$ cat src/include/sleep_lockup_regs.svh
// Purpose: constants for the sleep, wake and lockup controller
// Assumes: one clock, synchronous active-low reset
// Notes: wake hold is given in ns and rounded up to whole clock cycles
`ifndef SLEEP_LOCKUP_REGS_SVH
`define SLEEP_LOCKUP_REGS_SVH
`define EVENT_REG_RESET   1'b0
`define MASK_PEND_RESET   1'b0
`define EVT_EDGE_RESET    1'b0
`define WAKE_HOLD_NS      100
`define CLK_PERIOD_NS     100
`define WAKE_HOLD_CYCLES  ((`WAKE_HOLD_NS + `CLK_PERIOD_NS - 1) / `CLK_PERIOD_NS)
`endif

$ cat src/include/sleep_lockup_pkg.sv
// Purpose: types for the sleep, wake and lockup controller
// Assumes: nothing
// Notes: one-hot state codes
package sleep_lockup_pkg;
	typedef enum logic [4:0] {
		ST_RUN        = 5'b0_0001,
		ST_SLEEP_WFI  = 5'b0_0010,
		ST_SLEEP_WFE  = 5'b0_0100,
		ST_LOCKUP     = 5'b0_1000,
		ST_WAKE_HOLD  = 5'b1_0000
	} core_state_e;
	typedef enum logic [1:0] {
		CAUSE_NONE  = 2'b00,
		CAUSE_NMI   = 2'b01,
		CAUSE_HARD  = 2'b10
	} handler_ctx_e;
endpackage

$ cat src/hw/event_latch.sv
// Purpose: the one-bit internal event register
// Assumes: inputs synchronous to sys_clk
// Notes: no software path reaches this bit
`timescale 1ns/100ps
`include "sleep_lockup_regs.svh"
module event_latch (
	// clock and reset
	input  wire logic sys_clk,
	input  wire logic rst_n,
	// set and clear
	input  wire logic set_evt,
	input  wire logic clr_evt,
	// state
	output logic      evt_r
);
	import sleep_lockup_pkg::*;
	typedef struct packed {
		logic evt;
	} latch_s;
	latch_s state_r;
	latch_s state_nxt;
	// set wins over clear so no event is lost
	always_comb begin
		state_nxt = state_r;
		if (clr_evt)
			state_nxt.evt = 1'b0;
		if (set_evt)
			state_nxt.evt = 1'b1;
	end
	// register
	always_ff @(posedge sys_clk) begin
		if (!rst_n)
			state_r <= '{evt: `EVENT_REG_RESET};
		else
			state_r <= state_nxt;
	end
	assign evt_r = state_r.evt;
	AST_SET_WINS: assert property (@(posedge sys_clk) disable iff (!rst_n)
		set_evt |=> evt_r) else $error("event set was lost");
endmodule

$ cat src/hw/core_sleep_wake_lockup_ctrl.sv
// Purpose: processor sleep entry, wakeup and lockup control
// Assumes: all inputs synchronous to sys_clk; instr strobes are one-cycle pulses
// Notes: exception logic supplies priority decisions as single bits
// Operation
// hard fault in nmi or hardfault handler locks
// lockup stops instruction issue
// leave lockup on reset, nmi or halt
// lockup from nmi ignores later nmi
// light sleep gates core clock only
// deep select chooses light or deep
// wfi sleeps unless wake already true
// wfe tests event, sleeps or clears
// event register internal, no software access
// sleep on handler exit returns and sleeps
// wfi sleep wakes on sufficient exception
// masked interrupt wakes, handler deferred
// wfe wakes on exception, event, sev
// new pending wakes when event_on_new_pending set
// external event wakes or sets event
// spurious wake tolerated, e.g. debug
// only reset and nmi preempt hardfault
// status outputs lockup, light, deep sleep
`timescale 1ns/100ps
`include "sleep_lockup_regs.svh"
module core_sleep_wake_lockup_ctrl (
	// clock and reset
	input  wire logic                          sys_clk,
	input  wire logic                          rst_n,
	// system control word bits
	input  wire logic                          deep_sleep_select,
	input  wire logic                          sleep_on_handler_exit,
	input  wire logic                          event_on_new_pending,
	// mask bits
	input  wire logic                          interrupt_mask_bit,
	input  wire logic                          fault_mask_bit,
	// instruction strobes from execute
	input  wire logic                          wait_for_interrupt_instr,
	input  wire logic                          wait_for_event_instr,
	input  wire logic                          handler_exit_to_thread,
	// exception logic
	input  wire logic                          exc_entry_ok,
	input  wire logic                          irq_enabled_higher,
	input  wire logic                          irq_new_pending,
	input  wire logic                          nmi_req,
	input  wire logic                          hard_fault_req,
	input  wire sleep_lockup_pkg::handler_ctx_e handler_ctx,
	// external events and debug
	input  wire logic                          ext_event_in,
	input  wire logic                          peer_send_event_instr,
	input  wire logic                          debug_halt_req,
	input  wire logic                          debug_wake,
	// outputs to core and system
	output logic                               instr_issue_en,
	output logic                               core_clk_gate,
	output logic                               deep_sleep_req,
	output logic                               lockup_status,
	output logic                               light_sleep_status,
	output logic                               deep_sleep_status,
	output logic                               irq_handler_defer
);
	import sleep_lockup_pkg::*;

	typedef struct packed {
		core_state_e state;
		logic        deep;
		logic        lock_from_nmi;
		logic        evt_edge;
		logic        issue_en;
		logic        clk_gate;
		logic        deep_req;
		logic        lock_st;
		logic        light_st;
		logic        deep_st;
		logic        defer;
	} ctrl_s;

	ctrl_s st_r;
	ctrl_s st_nxt;
	logic  evt_r;
	logic  evt_set;
	logic  evt_clr;
	logic  ext_rise;
	logic  wfi_wake;
	logic  wfe_wake;
	logic  lock_entry;
	logic  lock_exit;

	// exception wake qualifier shared by both sleep kinds
	function automatic logic exc_wake(input logic entry_ok, input logic irq_hi,
		input logic pmask, input logic fmask);
		exc_wake = entry_ok | (irq_hi & pmask & ~fmask);
	endfunction

	// wake causes
	assign ext_rise = ext_event_in & ~st_r.evt_edge;
	assign wfi_wake = exc_wake(exc_entry_ok, irq_enabled_higher, interrupt_mask_bit,
		fault_mask_bit) | debug_wake;
	assign wfe_wake = wfi_wake | ext_rise | peer_send_event_instr
		| (event_on_new_pending & irq_new_pending);

	// lockup entry and release
	assign lock_entry = hard_fault_req & (handler_ctx != CAUSE_NONE);
	assign lock_exit  = debug_halt_req | (nmi_req & ~st_r.lock_from_nmi);

	// event register control: set by any event while not consumed by a wake
	assign evt_set = (ext_rise | peer_send_event_instr | (event_on_new_pending & irq_new_pending))
		& (st_r.state != ST_SLEEP_WFE);
	assign evt_clr = wait_for_event_instr & ~wait_for_interrupt_instr & ~lock_entry
		& (st_r.state == ST_RUN) & evt_r;

	// internal event bit, no software path
	event_latch u_event_latch (
		.sys_clk (sys_clk),
		.rst_n   (rst_n),
		.set_evt (evt_set),
		.clr_evt (evt_clr),
		.evt_r   (evt_r)
	);

	// next state
	always_comb begin
		st_nxt          = st_r;
		st_nxt.evt_edge = ext_event_in;
		case (st_r.state)
			ST_RUN: begin
				if (lock_entry) begin
					st_nxt.state         = ST_LOCKUP;
					st_nxt.lock_from_nmi = (handler_ctx == CAUSE_NMI);
				end else if (wait_for_interrupt_instr) begin
					// a wake cause in the same cycle cancels the sleep
					if (!wfi_wake) begin
						st_nxt.state = ST_SLEEP_WFI;
						st_nxt.deep  = deep_sleep_select;
					end
				end else if (wait_for_event_instr) begin
					// a set event bit is spent instead of sleeping
					if (!evt_r && !wfe_wake) begin
						st_nxt.state = ST_SLEEP_WFE;
						st_nxt.deep  = deep_sleep_select;
					end
				end else if (handler_exit_to_thread && sleep_on_handler_exit && !wfi_wake) begin
					st_nxt.state = ST_SLEEP_WFI;
					st_nxt.deep  = deep_sleep_select;
				end
			end
			ST_SLEEP_WFI: begin
				if (wfi_wake)
					st_nxt.state = ST_WAKE_HOLD;
			end
			ST_SLEEP_WFE: begin
				if (wfe_wake)
					st_nxt.state = ST_WAKE_HOLD;
			end
			ST_LOCKUP: begin
				if (lock_exit) begin
					st_nxt.state         = ST_RUN;
					st_nxt.lock_from_nmi = 1'b0;
				end
			end
			ST_WAKE_HOLD: begin
				st_nxt.state = ST_RUN;
			end
			default: begin
				st_nxt.state = ST_RUN;
			end
		endcase
		// registered outputs follow the next state; defer follows the mask and interrupt inputs
		st_nxt.issue_en = (st_nxt.state == ST_RUN);
		st_nxt.clk_gate = (st_nxt.state == ST_SLEEP_WFI) || (st_nxt.state == ST_SLEEP_WFE);
		st_nxt.deep_req = st_nxt.clk_gate & st_nxt.deep;
		st_nxt.lock_st  = (st_nxt.state == ST_LOCKUP);
		st_nxt.light_st = st_nxt.clk_gate & ~st_nxt.deep;
		st_nxt.deep_st  = st_nxt.deep_req;
		st_nxt.defer    = interrupt_mask_bit & ~fault_mask_bit & irq_enabled_higher;
	end

	// state register
	always_ff @(posedge sys_clk) begin
		if (!rst_n) begin
			st_r <= '{state: ST_RUN, deep: 1'b0, lock_from_nmi: 1'b0,
				evt_edge: `EVT_EDGE_RESET, issue_en: 1'b1, clk_gate: 1'b0,
				deep_req: 1'b0, lock_st: 1'b0, light_st: 1'b0,
				deep_st: 1'b0, defer: `MASK_PEND_RESET};
		end else begin
			st_r <= st_nxt;
		end
	end

	// outputs straight from flops
	assign instr_issue_en     = st_r.issue_en;
	assign core_clk_gate      = st_r.clk_gate;
	assign deep_sleep_req     = st_r.deep_req;
	assign lockup_status      = st_r.lock_st;
	assign light_sleep_status = st_r.light_st;
	assign deep_sleep_status  = st_r.deep_st;
	assign irq_handler_defer  = st_r.defer;

	// checks, one per guarded behaviour
	// a hard fault inside either handler locks the core
	AST_LOCK_ENTRY: assert property (@(posedge sys_clk) disable iff (!rst_n)
		(st_r.state == ST_RUN) && lock_entry
		|=> lockup_status)
		else $error("no lockup");

	// nothing issues while locked
	AST_LOCK_NO_ISSUE: assert property (@(posedge sys_clk) disable iff (!rst_n)
		lockup_status
		|-> !instr_issue_en)
		else $error("issue during lockup");

	// issue only while neither asleep nor locked
	AST_ISSUE_RUN_ONLY: assert property (@(posedge sys_clk) disable iff (!rst_n)
		instr_issue_en
		|-> !core_clk_gate && !lockup_status)
		else $error("issue while halted");

	// lockup holds without a release cause
	AST_LOCK_HOLD: assert property (@(posedge sys_clk) disable iff (!rst_n)
		lockup_status && !debug_halt_req && !nmi_req
		|=> lockup_status)
		else $error("lockup left");

	// an allowed nmi releases lockup
	AST_LOCK_NMI_EXIT: assert property (@(posedge sys_clk) disable iff (!rst_n)
		lockup_status && nmi_req && !st_r.lock_from_nmi
		|=> !lockup_status && instr_issue_en)
		else $error("nmi did not release lockup");

	// a debugger halt releases lockup
	AST_LOCK_HALT_EXIT: assert property (@(posedge sys_clk) disable iff (!rst_n)
		lockup_status && debug_halt_req
		|=> !lockup_status && instr_issue_en)
		else $error("halt did not release lockup");

	// lockup taken from the nmi handler ignores nmi
	AST_NMI_IGNORED: assert property (@(posedge sys_clk) disable iff (!rst_n)
		lockup_status && st_r.lock_from_nmi && !debug_halt_req
		|=> lockup_status)
		else $error("nmi released nmi lockup");

	// the nmi context is remembered at lockup entry
	AST_NMI_CTX_LOCK: assert property (@(posedge sys_clk) disable iff (!rst_n)
		(st_r.state == ST_RUN) && lock_entry && (handler_ctx == CAUSE_NMI)
		|=> st_r.lock_from_nmi)
		else $error("nmi context lost");

	// never both sleep kinds at once
	AST_LIGHT_DEEP: assert property (@(posedge sys_clk) disable iff (!rst_n)
		!(light_sleep_status && deep_sleep_status))
		else $error("both sleep kinds");

	// system clocks are only asked to stop while asleep
	AST_DEEP_REQ: assert property (@(posedge sys_clk) disable iff (!rst_n)
		deep_sleep_req
		|-> core_clk_gate)
		else $error("deep request while awake");

	// sleep depth follows the select bit at entry
	AST_DEEP_SEL: assert property (@(posedge sys_clk) disable iff (!rst_n)
		(st_r.state == ST_RUN) && wait_for_interrupt_instr && !wfi_wake && !lock_entry
		|=> (deep_sleep_req == $past(deep_sleep_select)))
		else $error("wrong sleep depth");

	// wfi sleeps at once when no wake is pending
	AST_WFI_SLEEP: assert property (@(posedge sys_clk) disable iff (!rst_n)
		(st_r.state == ST_RUN) && wait_for_interrupt_instr && !wfi_wake && !lock_entry
		|=> core_clk_gate)
		else $error("wfi did not sleep");

	// wfi with a wake already pending keeps running
	AST_WFI_NO_SLEEP: assert property (@(posedge sys_clk) disable iff (!rst_n)
		(st_r.state == ST_RUN) && wait_for_interrupt_instr && wfi_wake && !lock_entry
		|=> !core_clk_gate && instr_issue_en)
		else $error("wfi slept with wake pending");

	// wfe with the event bit set does not sleep
	AST_WFE_SKIP: assert property (@(posedge sys_clk) disable iff (!rst_n)
		(st_r.state == ST_RUN) && wait_for_event_instr && evt_r && !lock_entry && !wait_for_interrupt_instr
		|=> !core_clk_gate)
		else $error("wfe slept with event set");

	// wfe with the event bit clear sleeps
	AST_WFE_SLEEP: assert property (@(posedge sys_clk) disable iff (!rst_n)
		(st_r.state == ST_RUN) && wait_for_event_instr && !evt_r && !wfe_wake
		&& !wait_for_interrupt_instr && !lock_entry |=> core_clk_gate)
		else $error("wfe did not sleep");

	// wfe spends a set event bit
	AST_WFE_CLEAR: assert property (@(posedge sys_clk) disable iff (!rst_n)
		(st_r.state == ST_RUN) && wait_for_event_instr && evt_r && !evt_set
		&& !wait_for_interrupt_instr && !lock_entry |=> !evt_r)
		else $error("event bit not spent");

	// handler exit with sleep on exit set sleeps
	AST_SOE_SLEEP: assert property (@(posedge sys_clk) disable iff (!rst_n)
		(st_r.state == ST_RUN) && handler_exit_to_thread && sleep_on_handler_exit && !wfi_wake
		&& !lock_entry && !wait_for_interrupt_instr && !wait_for_event_instr |=> core_clk_gate)
		else $error("no sleep on handler exit");

	// wfi sleep holds until an exception may enter
	AST_WFI_STAY: assert property (@(posedge sys_clk) disable iff (!rst_n)
		(st_r.state == ST_SLEEP_WFI) && !wfi_wake
		|=> core_clk_gate)
		else $error("wfi sleep left early");

	// a qualifying exception ends wfi sleep
	AST_WFI_WAKE: assert property (@(posedge sys_clk) disable iff (!rst_n)
		(st_r.state == ST_SLEEP_WFI) && wfi_wake
		|=> !core_clk_gate ##1 instr_issue_en)
		else $error("wfi wake missed");

	// a masked higher interrupt defers its handler
	AST_DEFER_SET: assert property (@(posedge sys_clk) disable iff (!rst_n)
		interrupt_mask_bit && !fault_mask_bit && irq_enabled_higher
		|=> irq_handler_defer)
		else $error("handler not deferred");

	// any wfe wake cause ends wfe sleep
	AST_WFE_WAKE: assert property (@(posedge sys_clk) disable iff (!rst_n)
		(st_r.state == ST_SLEEP_WFE) && wfe_wake
		|=> !core_clk_gate ##1 instr_issue_en)
		else $error("wfe wake missed");

	// a new pending interrupt wakes when enabled as event
	AST_PEND_WAKE: assert property (@(posedge sys_clk) disable iff (!rst_n)
		(st_r.state == ST_SLEEP_WFE) && event_on_new_pending && irq_new_pending
		|=> !core_clk_gate)
		else $error("pending event did not wake");

	// an external event while running sets the event bit
	AST_EXT_SET: assert property (@(posedge sys_clk) disable iff (!rst_n)
		(st_r.state == ST_RUN) && ext_rise
		|=> evt_r)
		else $error("external event not stored");

	// a spurious wake source ends any sleep
	AST_SPURIOUS: assert property (@(posedge sys_clk) disable iff (!rst_n)
		core_clk_gate && debug_wake
		|=> !core_clk_gate)
		else $error("debug wake missed");

	// ordinary exceptions cannot preempt lockup
	AST_LOCK_NO_PREEMPT: assert property (@(posedge sys_clk) disable iff (!rst_n)
		lockup_status && exc_entry_ok && !debug_halt_req && !nmi_req
		|=> lockup_status && !instr_issue_en)
		else $error("exception preempted lockup");

	// while asleep exactly one sleep status shows
	AST_STATUS_ONE: assert property (@(posedge sys_clk) disable iff (!rst_n)
		core_clk_gate
		|-> (light_sleep_status != deep_sleep_status))
		else $error("sleep status missing");
endmodule

$ cat config.mk
export PLATFORM = sky130hd
export DESIGN_NAME = core_sleep_wake_lockup_ctrl
export DESIGN_NICKNAME = d
export VERILOG_FILES = /design/src/include/sleep_lockup_pkg.sv /design/src/hw/event_latch.sv /design/src/hw/core_sleep_wake_lockup_ctrl.sv
export VERILOG_INCLUDE_DIRS = /design/src /design/src/include
export SDC_FILE = /design/constraint.sdc
export NUM_CORES = 1
export LEC_CHECK = 0
export BUFFER_PORTS_ARGS = -buffer_cell sky130_fd_sc_hd__buf_2
export CAP_MARGIN = 20
export CORE_MARGIN = 2
export CORE_UTILIZATION = 47
export CTS_CLUSTER_DIAMETER = 60
export DETAILED_ROUTE_END_ITERATION = 7
export PLACE_DENSITY = 0.79
export SLEW_MARGIN = 25
export SYNTH_ARGS = -nofsm -noshare
export SYNTH_HDL_FRONTEND = slang
export SYNTH_HIERARCHICAL = 1
export SYNTH_SLANG_ARGS = --single-unit
$ cat constraint.sdc
create_clock -name sys_clk -period 2.01 [get_ports sys_clk]
set_input_delay 0.1005 -clock sys_clk [delete_from_list [all_inputs] [get_ports sys_clk]]
set_output_delay 0.1005 -clock sys_clk [all_outputs]
set_load 0.02 [all_outputs]
# After elaboration in Yosys (flattened, before gate mapping)
# Index checks and enable logic that the tools add are counted.
[totals]
in_bits = 21
elab_cells = 80
output_inout_bits = 7
regBits = 15
[op_classes]
n_bitwise = 29
n_eq_ne = 12
muxes = 17
reduce_logical = 11
[ops]
columns = ["cell", "n"]
rows = [
  ["6-bit 2-to-1 mux", 5],
  ["5-bit 2-to-1 mux", 4],
  ["5-bit one-hot mux with 4 select lines", 1],
  ["1-bit AND", 15],
  ["5-bit by 1-bit == test with 1-bit output, second input constant", 2],
  ["5-bit by 2-bit == test with 1-bit output, second input constant", 2],
  ["5-bit by 3-bit == test with 1-bit output, second input constant", 2],
  ["5-bit by 4-bit == test with 1-bit output, second input constant", 2],
  ["1-bit bitwise OR", 8],
  ["1-bit 2-to-1 mux", 6],
  ["1-bit NOT", 6],
  ["2-bit nonzero test", 3],
  ["5-bit by 3-bit inequality test with 1-bit output, second input constant", 1],
  ["2-bit inequality test, second input constant", 2],
  ["1-bit logical AND", 3],
  ["1-bit logical NOT", 3],
  ["3-bit AND reduction", 1],
  ["2-bit by 1-bit == test with 1-bit output, second input constant", 1],
  ["1-bit one-hot mux with 2 select lines", 1],
  ["1-bit logical OR", 1],
]

# Logic depth before layout (Yosys ltp)
# Gate-level depths: netlist of run 1.
[logic_depth]
ltp_word = 17
mapped_depth = 5
mapped_depth_nobuf = 5

# Modules after synthesis
# Netlist of run 1, hierarchy kept.
[modules_own_cells]
columns = ["module", "cells_per_inst", "area_each_um2", "instances", "seq_area_each_um2"]
rows = [
  ["core_sleep_wake_lockup_ctrl", 77, 715.7, 1, 280.3],
  ["event_latch", 3, 41.3, 1, 20.0],
]

# Least setup slack after synthesis of run 1
# OpenSTA, ideal clock, no wires.
[synth_timing]
path_type = "reg2reg"
from = "register st_r[11] (netlist name)"
to = "register st_r (netlist bit deep_sleep_status)"
stages_incl_launch_ff = 6
period_less_slack_ps = 1475
setup_time_ps = 68
t_arrival_ps = 1407
setup_slack_ps = 535
n_path_buf = 0
t_required_ps = 1942
cell_sequence = "dfxtp_1 -> nor4_4 -> nand3_1 -> a211o_1 -> or2_4 -> a21oi_2"
[synth_via]
elab_chain_len = 8
word_cells_on_any_way = 19
cone_classes = "6 x eq/ne; 11 x mux; 1 x bitwise; 1 x reduce/logical"
[synth_rtl]
columns = ["element", "line_no", "rtl"]
rows = [
  ["from (decl)", "core_sleep_wake_lockup_ctrl.sv:77", "ctrl_s st_r;"],
  ["from (signal assigned)", "core_sleep_wake_lockup_ctrl.sv:180", "st_r <= '{state: ST_RUN, deep: 1'b0, lock_from_nmi: 1'b0,"],
  ["from (signal assigned)", "core_sleep_wake_lockup_ctrl.sv:185", "st_r <= st_nxt;"],
  ["6-bit 2-to-1 mux (on tied branches)", "core_sleep_wake_lockup_ctrl.sv:141, core_sleep_wake_lockup_ctrl.sv:137", ""],
  ["6-bit 2-to-1 mux", "core_sleep_wake_lockup_ctrl.sv:135", "end else if (wait_for_event_instr) begin"],
  ["6-bit 2-to-1 mux", "core_sleep_wake_lockup_ctrl.sv:129", "end else if (wait_for_interrupt_instr) begin"],
  ["5-bit 2-to-1 mux", "core_sleep_wake_lockup_ctrl.sv:126", "if (lock_entry) begin"],
  ["5-bit one-hot mux with 4 select lines", "core_sleep_wake_lockup_ctrl.sv:124", "case (st_r.state)"],
  ["5-bit by 2-bit == test with 1-bit output or 5-bit by 3-bit == test with 1-bit output (tied branches)", "core_sleep_wake_lockup_ctrl.sv:169", "st_nxt.clk_gate = (st_nxt.state == ST_SLEEP_WFI) || (st_nxt.state == ST_SLEEP_WFE);"],
  ["1-bit logical OR", "core_sleep_wake_lockup_ctrl.sv:169", ""],
  ["1-bit AND (*)", "core_sleep_wake_lockup_ctrl.sv:170", "st_nxt.deep_req = st_nxt.clk_gate & st_nxt.deep;"],
]
# Every way passes the cells marked *; elsewhere a longest branch is shown, timed or not.
# A chain may end at the register's enable or synchronous reset.

# Final worst setup path of run 1
[layout_timing]
from = "register st_r[12] (netlist name)"
to = "register st_r[8] (netlist name)"
[layout_via]
elab_chain_len = 3
word_cells_on_any_way = 7
cone_classes = "4 x eq/ne; 1 x mux; 2 x reduce/logical"
[layout_rtl]
columns = ["element", "line_no"]
rows = [
  ["5-bit by 4-bit == test with 1-bit output or 5-bit by 1-bit == test with 1-bit output (tied branches)", "core_sleep_wake_lockup_ctrl.sv:124"],
  ["2-bit inequality test (no line) or 2-bit nonzero test (tied branches)", "n/a"],
  ["3-bit AND reduction (no line)", "n/a"],
]
# Parallel ways exist; a longest one is shown, timed or not.

==> results.cfg, run 1 <==
[run_status]
status = finished clean

[setup_path]
r2r_end = st_r[8]
crit_fanout = 5
ff2ff_setup_slack_ns = 0.34
r2r_cells = 5
startpoint_type = flip-flop
path_delay_family = simple AND/OR/NAND/NOR gates
end_kind = flip-flop
crit_required_ns = 2.19
path_class = reg2reg
worst-path-buf-inv = 0
cp_cell_sequence = nor3_1, nor4b_2, a211oi_1, mux2i_1, nor2b_1
reg2reg_from = st_r[12]
max_stage_delay_ns = 0.50
arrival_ns = 1.85
cp_slowest_cell = nor4b_2

[finish]
fin_nets = 133
drive_above_1_share_pct = 38.7
area_delta_synth_final_pct = 24.1
utilization_pct = 62.4
stdcell_area_um2 = 940
n_antenna_cell = 0

[power]
p_leak_nw = 0.416
vdd_ir_drop_max_mv = 0.439
total_power_w = 0.000618
p_per_area_nw_per_um2 = 658

[logic_synthesis]
synth_cell_types = 37
syn-cell-area_um2 = 757
syn_nets = 101
avgSynthCellArea_um2 = 9.46
yosysSeqAreaShare_pct = 39.7
yosys_warnings = 6
ys_seq_elements = 15
synth_cells = 80

[drt]
vias = 696
wl_met1_um = 664
drt-total-wl_mm = 1.50
dr_wl_met3_um = 54
dr.pass1.iters = 3
drtIter0Drc = 5
top_layer = met4
vias_per_cell = 5.48
wl_per_cell_um = 11.8
drc_errors = 0
wl_met2_um = 718
ant_nets = 0

[timing]
fin_skew_ns = 0.0107
max_freq_ghz = 0.598
fin_ws_ns = 0.337
fin_setup_tns_ns = 0
tightest_slew_ns = 0.504
finalCriticalPeriod_ns = 1.67
setup_viol = 0
finalCritPeriodShare_pct = 83.2
rsz0062_at_grt = no
relSlewSlack_pct = 66.3
slew_viol_final = 0
hold_violations = 0

[clocking]
tritoncts = done
ctsResizeCount = 0
clock_latency_ns = 0.29
clock_path_buffers = 2
ctsHoldBuffers = 0
postCtsSetupBuffers = 0
cts_sinks = 15
cts_made_buffers = 3
path_clk_slew_ns = 0.10
htree_levels = 1
cts_root_buf = clkbuf_4

[placement]
place_ws_ns = 0.404
dp_hpwl_mm = 1.20
placed_area_um2 = 912
place.gp.congestion = 0.730
port-buffer-count = 27

[floorplan]
die-width_um = 44.1
start_util_pct = 50.2
ios = 28
core-area_um2 = 1510
rows = 14
die-area_um2 = 1950
chipHeight_um = 44.1

[global_routing]
antenna_found_initial = 0
grt_pass1_vias = 673
track_usage_pct = 18.2
grt_remaining_overflow = 0
grt_start_max_net_pins = 12
grt_pass1_wl_mm = 2.62

[min_path]
min_to = st_r[7]
hold_start = ext_event_in
min_path_cells = 2
hold_path_class = in2reg

[flow_run]
cap_violations = 0
==> power by group <==
group / switching, W / internal, W
Sequential: 0.0000104 / 0.000313
Combinational: 0.0000600 / 0.0000607
Clock: 0.000101 / 0.0000739
Total: 0.000171 / 0.000447
==> final cells by class <==
| type | instances | area (um^2) |
|---|---|---|
| clock buffers | 3 | 22.5 |
| clock inverters | 1 | 5.00 |
| fillers | 131 | 567 |
| inverters | 2 | 7.51 |
| multi-input cells | 62 | 442 |
| flip-flops and latches | 15 | 300 |
| well taps | 16 | 20.0 |
| repair buffers | 28 | 143 |
==> cells in the mapped netlist <==
| library cell | number | area, um^2 |
|---|---|---|
| dfxtp_1 | 15 | 300 |
| nand2_1 | 5 | 18.8 |
| and2_1 | 4 | 25.0 |
| nand2b_1 | 4 | 25.0 |
| nor2_1 | 4 | 15.0 |
| nand3_1 | 3 | 15.0 |
| nand3b_1 | 3 | 22.5 |
| nor2b_1 | 3 | 18.8 |
| o21ai_0 | 3 | 15.0 |
| a21oi_1 | 2 | 10.0 |
| and3_1 | 2 | 12.5 |
| and3b_1 | 2 | 17.5 |
| inv_1 | 2 | 7.51 |
| nand4_1 | 2 | 12.5 |
| nor3_1 | 2 | 10.0 |
| o21ba_2 | 2 | 20.0 |
| o221ai_1 | 2 | 17.5 |
| a211o_1 | 1 | 8.76 |
| a211oi_1 | 1 | 7.51 |
| a21boi_0 | 1 | 7.51 |
| a21boi_2 | 1 | 11.3 |
| a21oi_2 | 1 | 8.76 |
| a31oi_1 | 1 | 6.26 |
| and3_2 | 1 | 7.51 |
| buf_4 | 1 | 7.51 |
| mux2i_1 | 1 | 10.0 |
| nand4b_1 | 1 | 8.76 |
| nor2b_4 | 1 | 13.8 |
| nor4_1 | 1 | 6.26 |
| nor4_4 | 1 | 21.3 |
| nor4b_2 | 1 | 15.0 |
| o21a_1 | 1 | 7.51 |
| o21ai_1 | 1 | 5.00 |
| o221ai_2 | 1 | 15.0 |
| o22ai_1 | 1 | 6.26 |
| or2_4 | 1 | 8.76 |
| or3_4 | 1 | 11.3 |
==> logic make-up (layout without fill, tap and decap cells) <==
logic type,Yosys count,in the layout,synth area share [%]
muxes,1,1,1.32
AOI/OAI and AO/OA,19,19,19.3
DFF,15,15,39.7
and+or+nand+nor,42,42,37.7
buffers and inverters,3,34,1.98
==> routing by layer <==
metal	global-route usage (%)	up-vias
li1	-	356
met3	1.22	6
met1	21.5	317
met4	13.9	0
met2	30.6	17
met5	0	-
==> registers in the layout (all words and copies together), names as in the netlist <==
register	flops
instr_issue_en	1
u_event_latch/evt_r	1
lockup_status	1
light_sleep_status	1
st_r	8
core_clk_gate	1
irq_handler_defer	1
deep_sleep_status	1
==> stage by stage <==
stage	hold WS (ns)	instances
2_1_floorplan	0.179	80
3_3_place_gp	0.323	123
3_5_place_dp	0.328	123
4_1_cts	0.0417	127
5_1_grt	0.0399	127
6_report	0.0401	127
==> cells in the final DEF, fill, tap and decap left out, drive strengths merged, types with 2 or more instances in the layout <==
cell / instances
clkbuf: 3
o21ai: 4
o221ai: 3
and3b: 2
nor4: 2
buf: 28
nand3: 3
and3: 3
inv: 2
a21oi: 3
nand2: 5
nand2b: 4
and2: 4
nand4: 2
nor2b: 4
o21ba: 2
a21boi: 2
nor2: 4
nor3: 2
dfxtp: 15
nand3b: 3
==> worst max-delay path by stage <==
stage                     startpoint                 to  slack (ns)  depth (start not counted)
after floorplan             st_r[11]  deep_sleep_status        0.53                          5
after global placement      st_r[11]  deep_sleep_status        0.42                          5
after detailed placement    st_r[12]            st_r[8]        0.40                          5
after CTS                   st_r[12]            st_r[8]        0.36                          5
after global routing        st_r[12]            st_r[8]        0.23                          5
final                       st_r[12]            st_r[8]        0.34                          5
No activity file was read; power rests on OpenSTA's default activity.
==> run 2: changes to the inputs <==
--- a/config.mk
+++ b/config.mk
@@ -6,13 +6,14 @@
 export SDC_FILE = /design/constraint.sdc
 export NUM_CORES = 1
 export LEC_CHECK = 0
+export ABC_AREA = 1
 export BUFFER_PORTS_ARGS = -buffer_cell sky130_fd_sc_hd__buf_2
 export CAP_MARGIN = 20
 export CORE_MARGIN = 2
-export CORE_UTILIZATION = 47
+export CORE_UTILIZATION = 44
 export CTS_CLUSTER_DIAMETER = 60
 export DETAILED_ROUTE_END_ITERATION = 7
-export PLACE_DENSITY = 0.79
+export PLACE_DENSITY = 0.76
 export SLEW_MARGIN = 25
 export SYNTH_ARGS = -nofsm -noshare
 export SYNTH_HDL_FRONTEND = slang
==> constraint.sdc (replaced) <==
create_clock -name sys_clk -period 1.4 [get_ports sys_clk]
set_input_delay 0.07 -clock sys_clk [delete_from_list [all_inputs] [get_ports sys_clk]]
set_output_delay 0.07 -clock sys_clk [all_outputs]
set_load 0.02 [all_outputs]
==> results.cfg, run 2 <==
[clocking]
cts_made_buffers = 3
clock_path_buffers = 2
clock_latency_ns = 0.29
htree_levels = 1
path_clk_slew_ns = 0.10
cts_root_buf = clkbuf_4
tritoncts = done
cts_sinks = 15

[finish]
area_delta_synth_final_pct = 29.1
regMostFlops = st_r
final_common_cell = buf_2
fillerInstances = 166
fin_nets = 175
largest_reg_flops = 8
mostFrequentLayoutCells = buf_2, nand2_1, inv_1
drive_above_1_share_pct = 37.9
n_antenna_cell = 0

[setup_path]
cp_cell_sequence = nor2_4, nand4_2, nor2_4, nand2_1, nand2_1, nand2_1, nand3_1, nand2_2, nor2_1
worst-path-buf-inv = 0
path_class = reg2reg
crit_top_cell = nand2_1
path_delay_family = simple AND/OR/NAND/NOR gates
cp_slowest_cell = dfxtp_2
max_stage_delay_ns = 0.36
startpoint_type = flip-flop
crit_required_ns = 1.64
crit_fanout = 4
end_kind = flip-flop
arrival_ns = 1.59

[drt]
wl_per_cell_um = 10.0
drc_errors = 0
vias = 818
drtIter0Drc = 17
drt-total-wl_mm = 1.79
vias_per_cell = 4.60
dr.pass1.iters = 4
ant_nets = 0

[floorplan]
rows = 15
start_util_pct = 48.2
ios = 28
die-area_um2 = 2300
core-area_um2 = 1760
die-width_um = 48.0
chipHeight_um = 48.0

[logic_synthesis]
synth_cell_types = 26
synth_commonest_cells = nand2_1, inv_1, dfxtp_1, nor2_1, nand3_1
synth_most_common_cell = nand2_1
synthFlopType = dfxtp_1
synth_area_leaders = dfxtp_1, nand2_1, inv_1, nor2_1, nand3_1
synth_cells = 118
synth.top_cell.area_share_pct = 35.3
yosys_warnings = 6
syn-cell-area_um2 = 851
avgSynthCellArea_um2 = 7.21
syn_nets = 139
ys_seq_elements = 15
async_flop_share_pct = 0
yosysSeqAreaShare_pct = 35.3
synth.largest_area_cell = dfxtp_1
synth_edf_count = 0

[power]
total_power_w = 0.00103
p_per_area_nw_per_um2 = 937
p_leak_nw = 0.588
vdd_ir_drop_max_mv = 0.549

[timing]
fin_ws_ns = 0.0501
tightest_slew_ns = 0.341
slew_viol_final = 0
relSlewSlack_pct = 77.0
fin_setup_tns_ns = 0
max_freq_ghz = 0.741
hold_violations = 0
hold_slack_ns = 0.0476
setup_viol = 0
fin_skew_ns = 0.00523
finalCriticalPeriod_ns = 1.35
finalCritPeriodShare_pct = 96.4

[flow_run]
cap_violations = 0

[global_routing]
grt_remaining_overflow = 0
antenna_found_initial = 0
grt_start_max_net_pins = 10
track_usage_pct = 17.6
grt_pass1_vias = 749
grt_pass1_wl_mm = 2.88

[placement]
dp_hpwl_mm = 1.40
place_ws_ns = 0.0384
port-buffer-count = 27
place.gp.congestion = 0.822

[min_path]
hold_path_class = in2reg

[run_status]
status = finished clean
-- run 2: cell count changes in the layout (fill, tap and decap cells not counted), sizes merged, moves of 3 or more --
cell	change
nor2b	-4
o221ai	-3
nand2	+25
and3	-3
and2	-4
nor2	+15
inv	+22
nand2b	-4
nand3	+5
a21oi	+4
-- run 2: what timing repair did --
action / 4_1_cts / 5_1_grt
hold buffers: 2 / 0
endpoints found under the setup margin: 0 / 5
hold endpoints to repair: 2 / 0
resized for setup: 0 / 8
setup buffers: 0 / 2
-- run 2: worst register-to-register path, stage by stage, from the launching register on --
cell	delay, ns
dfxtp_2	0.36
nor2_4	0.11
nand4_2	0.13
nor2_4	0.21
nand2_1	0.08
nand2_1	0.05
nand2_1	0.09
nand3_1	0.12
nand2_2	0.08
nor2_1	0.08
-- run 2: path summary, 6_finish.rpt --
check                              start                end  slack (ns)  cells after the start
worst min-delay path               rst_n            st_r[7]        0.05                      3
worst max-delay path            st_r[13]  deep_sleep_status        0.05                      9
worst max register to register  st_r[13]  deep_sleep_status        0.05                      9
worst min register to register   st_r[8]            st_r[8]        0.47                      2
-- run 2: logic make-up after synthesis --
logic type | after synthesis | synth area share (%)
AO/OA/AOI/OAI | 14 | 12.2
buffers and inverters | 25 | 11.5
flip-flops | 15 | 35.3
AND/OR/NAND/NOR | 64 | 41.0
-- run 2: final cells by class --
cell class | count | area, um^2 | share of cell area (%)
clock buffer | 3 | 22.5 | 2.05
clock inverter | 1 | 5.00 | 0.456
inverter | 24 | 90.1 | 8.20
multi-input combinational | 78 | 468 | 42.6
sequential | 15 | 304 | 27.7
tap | 25 | 31.3 | 2.85
timing repair buffer | 32 | 178 | 16.2
-- run 2: layer usage --
layer  vias up  GRT usage [%]  part of all wire (%)
met5         -              0                     0
met2        15           30.4                    50
met3         4           2.26                   3.2
met1       361           22.3                    46
met4         0           6.49                  0.95
li1        438              -                     -
-- run 2: where the power goes --
part	internal (W)	total [W]	switching [W]
combinational	0.000125	0.000294	0.000170
clock	0.000106	0.000253	0.000147
sequential	0.000463	0.000482	0.0000188
total	0.000694	0.00103	0.000335
-- run 2: stage by stage --
step	area [um^2]	utilization (%)	std cells
floorplan	851	-	118
detailed placement	1020	57.7	170
CTS	1060	60.4	176
global placement	1020	57.7	170
finish	1100	62.3	178
global route	1100	62.3	178
==> run 3: changes to the inputs <==
--- a/config.mk
+++ b/config.mk
@@ -6,14 +6,13 @@
 export SDC_FILE = /design/constraint.sdc
 export NUM_CORES = 1
 export LEC_CHECK = 0
-export ABC_AREA = 1
 export BUFFER_PORTS_ARGS = -buffer_cell sky130_fd_sc_hd__buf_2
 export CAP_MARGIN = 20
 export CORE_MARGIN = 2
-export CORE_UTILIZATION = 44
+export CORE_UTILIZATION = 42
 export CTS_CLUSTER_DIAMETER = 60
 export DETAILED_ROUTE_END_ITERATION = 7
-export PLACE_DENSITY = 0.76
+export PLACE_DENSITY = 0.74
 export SLEW_MARGIN = 25
 export SYNTH_ARGS = -nofsm -noshare
 export SYNTH_HDL_FRONTEND = slang
==> results.cfg, run 3 (synthesis results as in run 1) <==
[timing]
fin_skew_ns = 0.00122
tightest_slew_ns = 0.414
max_freq_ghz = 0.667
relSlewSlack_pct = 72.1
fin_ws_ns = -0.0997
hold_violations = 0
hold_slack_ns = 0.0628
finalCritPeriodShare_pct = 107
slew_viol_final = 0
setup_viol = 8
finalCriticalPeriod_ns = 1.50
rsz0062_at_grt = yes

[setup_path]
crit_required_ns = 1.63
end_kind = flip-flop
startpoint_type = flip-flop
path_class = reg2reg
crit_fanout = 4
arrival_ns = 1.73

[clocking]
clock_latency_ns = 0.28
tritoncts = done
clock_path_buffers = 2
path_clk_slew_ns = 0.09
htree_levels = 1
cts_sinks = 15
cts_made_buffers = 3
cts_root_buf = clkbuf_4

[run_status]
status = finished, violations left
violations = negative setup slack

[finish]
final_common_cell = buf_2
fillerInstances = 155
area_delta_synth_final_pct = 39.7
regMostFlops = st_r
mostFrequentLayoutCells = buf_2, dfxtp_1, buf_4
drive_above_1_share_pct = 48.4
n_antenna_cell = 0
fin_nets = 144
largest_reg_flops = 8

[floorplan]
rows = 15
core-area_um2 = 1710
chipHeight_um = 46.5
ios = 28
die-area_um2 = 2160
start_util_pct = 44.3
die-width_um = 46.5

[global_routing]
grt_pass1_wl_mm = 2.82
grt_pass1_vias = 705
antenna_found_initial = 0
track_usage_pct = 18.6
grt_remaining_overflow = 0
grt_start_max_net_pins = 12

[min_path]
hold_path_class = in2reg

[drt]
ant_nets = 0
drt-total-wl_mm = 1.74
drtIter0Drc = 19
vias_per_cell = 5.22
dr.pass1.iters = 4
drc_errors = 0
wl_per_cell_um = 11.8
vias = 767

[power]
vdd_ir_drop_max_mv = 0.466
p_comb_share_pct = 22.5
swShare_pct = 27.8
seqPwrFrac_pct = 50.4
p_per_area_nw_per_um2 = 870
internal_power_w = 0.000664
p_leak_nw = 0.477
p_sw_w = 0.000256
p_clk_share_pct = 27.1

[placement]
dp_hpwl_mm = 1.29
port-buffer-count = 27
place_ws_ns = -0.0875
place.gp.congestion = 0.783

[flow_run]
cap_violations = 0
[run 3: changes by cell type in the layout (fill, tap and decap cells not counted), moves of 4 or more]
cell,change
nor2_2,-4
and2_1,+4
nand2_1,-21
inv_1,-20
nand3_1,-5
nor2_1,-7
buf_4,+8
a21oi_1,-4
nand2b_1,+4
[run 3: stage by stage]
stage / power, W / std cells / setup TNS, ns / cell area, um^2 / util (%)
after floorplan: 0.000585 / 80 / -0.0120 / 759 / -
after global placement: 0.000660 / 139 / -0.220 / 978 / 57.3
after detailed placement: 0.000666 / 139 / -0.331 / 978 / 57.3
after CTS: 0.000916 / 143 / -0.578 / 1010 / 59.1
after global routing: 0.000977 / 147 / -1.57 / 1060 / 61.9
final: 0.000920 / 147 / -0.419 / 1060 / 61.9
[run 3: power groups by stage]
stage               sequential, W  combinational (W)  clock (W)
floorplan                0.000482           0.000103          0
global placement         0.000472           0.000188          0
detailed placement       0.000473           0.000193          0
CTS                      0.000462           0.000195   0.000259
global route             0.000467           0.000230   0.000281
finish                   0.000464           0.000207   0.000250
[run 3: area by class of cell]
type	instances	area, um^2	share of cell area, %
Multi-Input combinational cell	62	460	43.6
Tap cell	25	31.3	2.96
Sequential cell	15	303	28.6
Timing Repair Buffer	39	228	21.5
Inverter	2	7.51	0.710
Clock buffer	3	22.5	2.13
Clock inverter	1	5.00	0.473
[run 3: final timing paths]
path                 start  slack [ns]                 to  depth (start not counted)
setup reg to reg  st_r[14]        -0.1  deep_sleep_status                          5
hold / removal       rst_n        0.06           st_r[10]                          2
setup / recovery  st_r[14]        -0.1  deep_sleep_status                          5
hold reg to reg    st_r[9]        0.48            st_r[9]                          2
[run 3: repair_timing]
item	in CTS	in global routing
gates resized for setup	1	4
endpoints found under the hold margin	0	1
buffers inserted	0	3
hold buffers	0	1
pin swaps	1	3
setup endpoints to repair	11	13
[run 3: worst max-delay path, cell delays in order (launching register included)]
cell and delay [ns]:
dfxtp_2 0.35, nor4_4 0.33, nand3_2 0.11, a211o_1 0.29, or2_4 0.26, a21oi_2 0.11
[run 3: routing by layer]
| layer | global-route usage (%) | up-vias | routed length [um] |
|---|---|---|---|
| met5 | 0 | - | 0 |
| met4 | 9.71 | 0 | 21 |
| met3 | 3.92 | 4 | 112 |
| met2 | 32.2 | 32 | 882 |
| met1 | 21.0 | 350 | 721 |
| li1 | - | 381 | - |
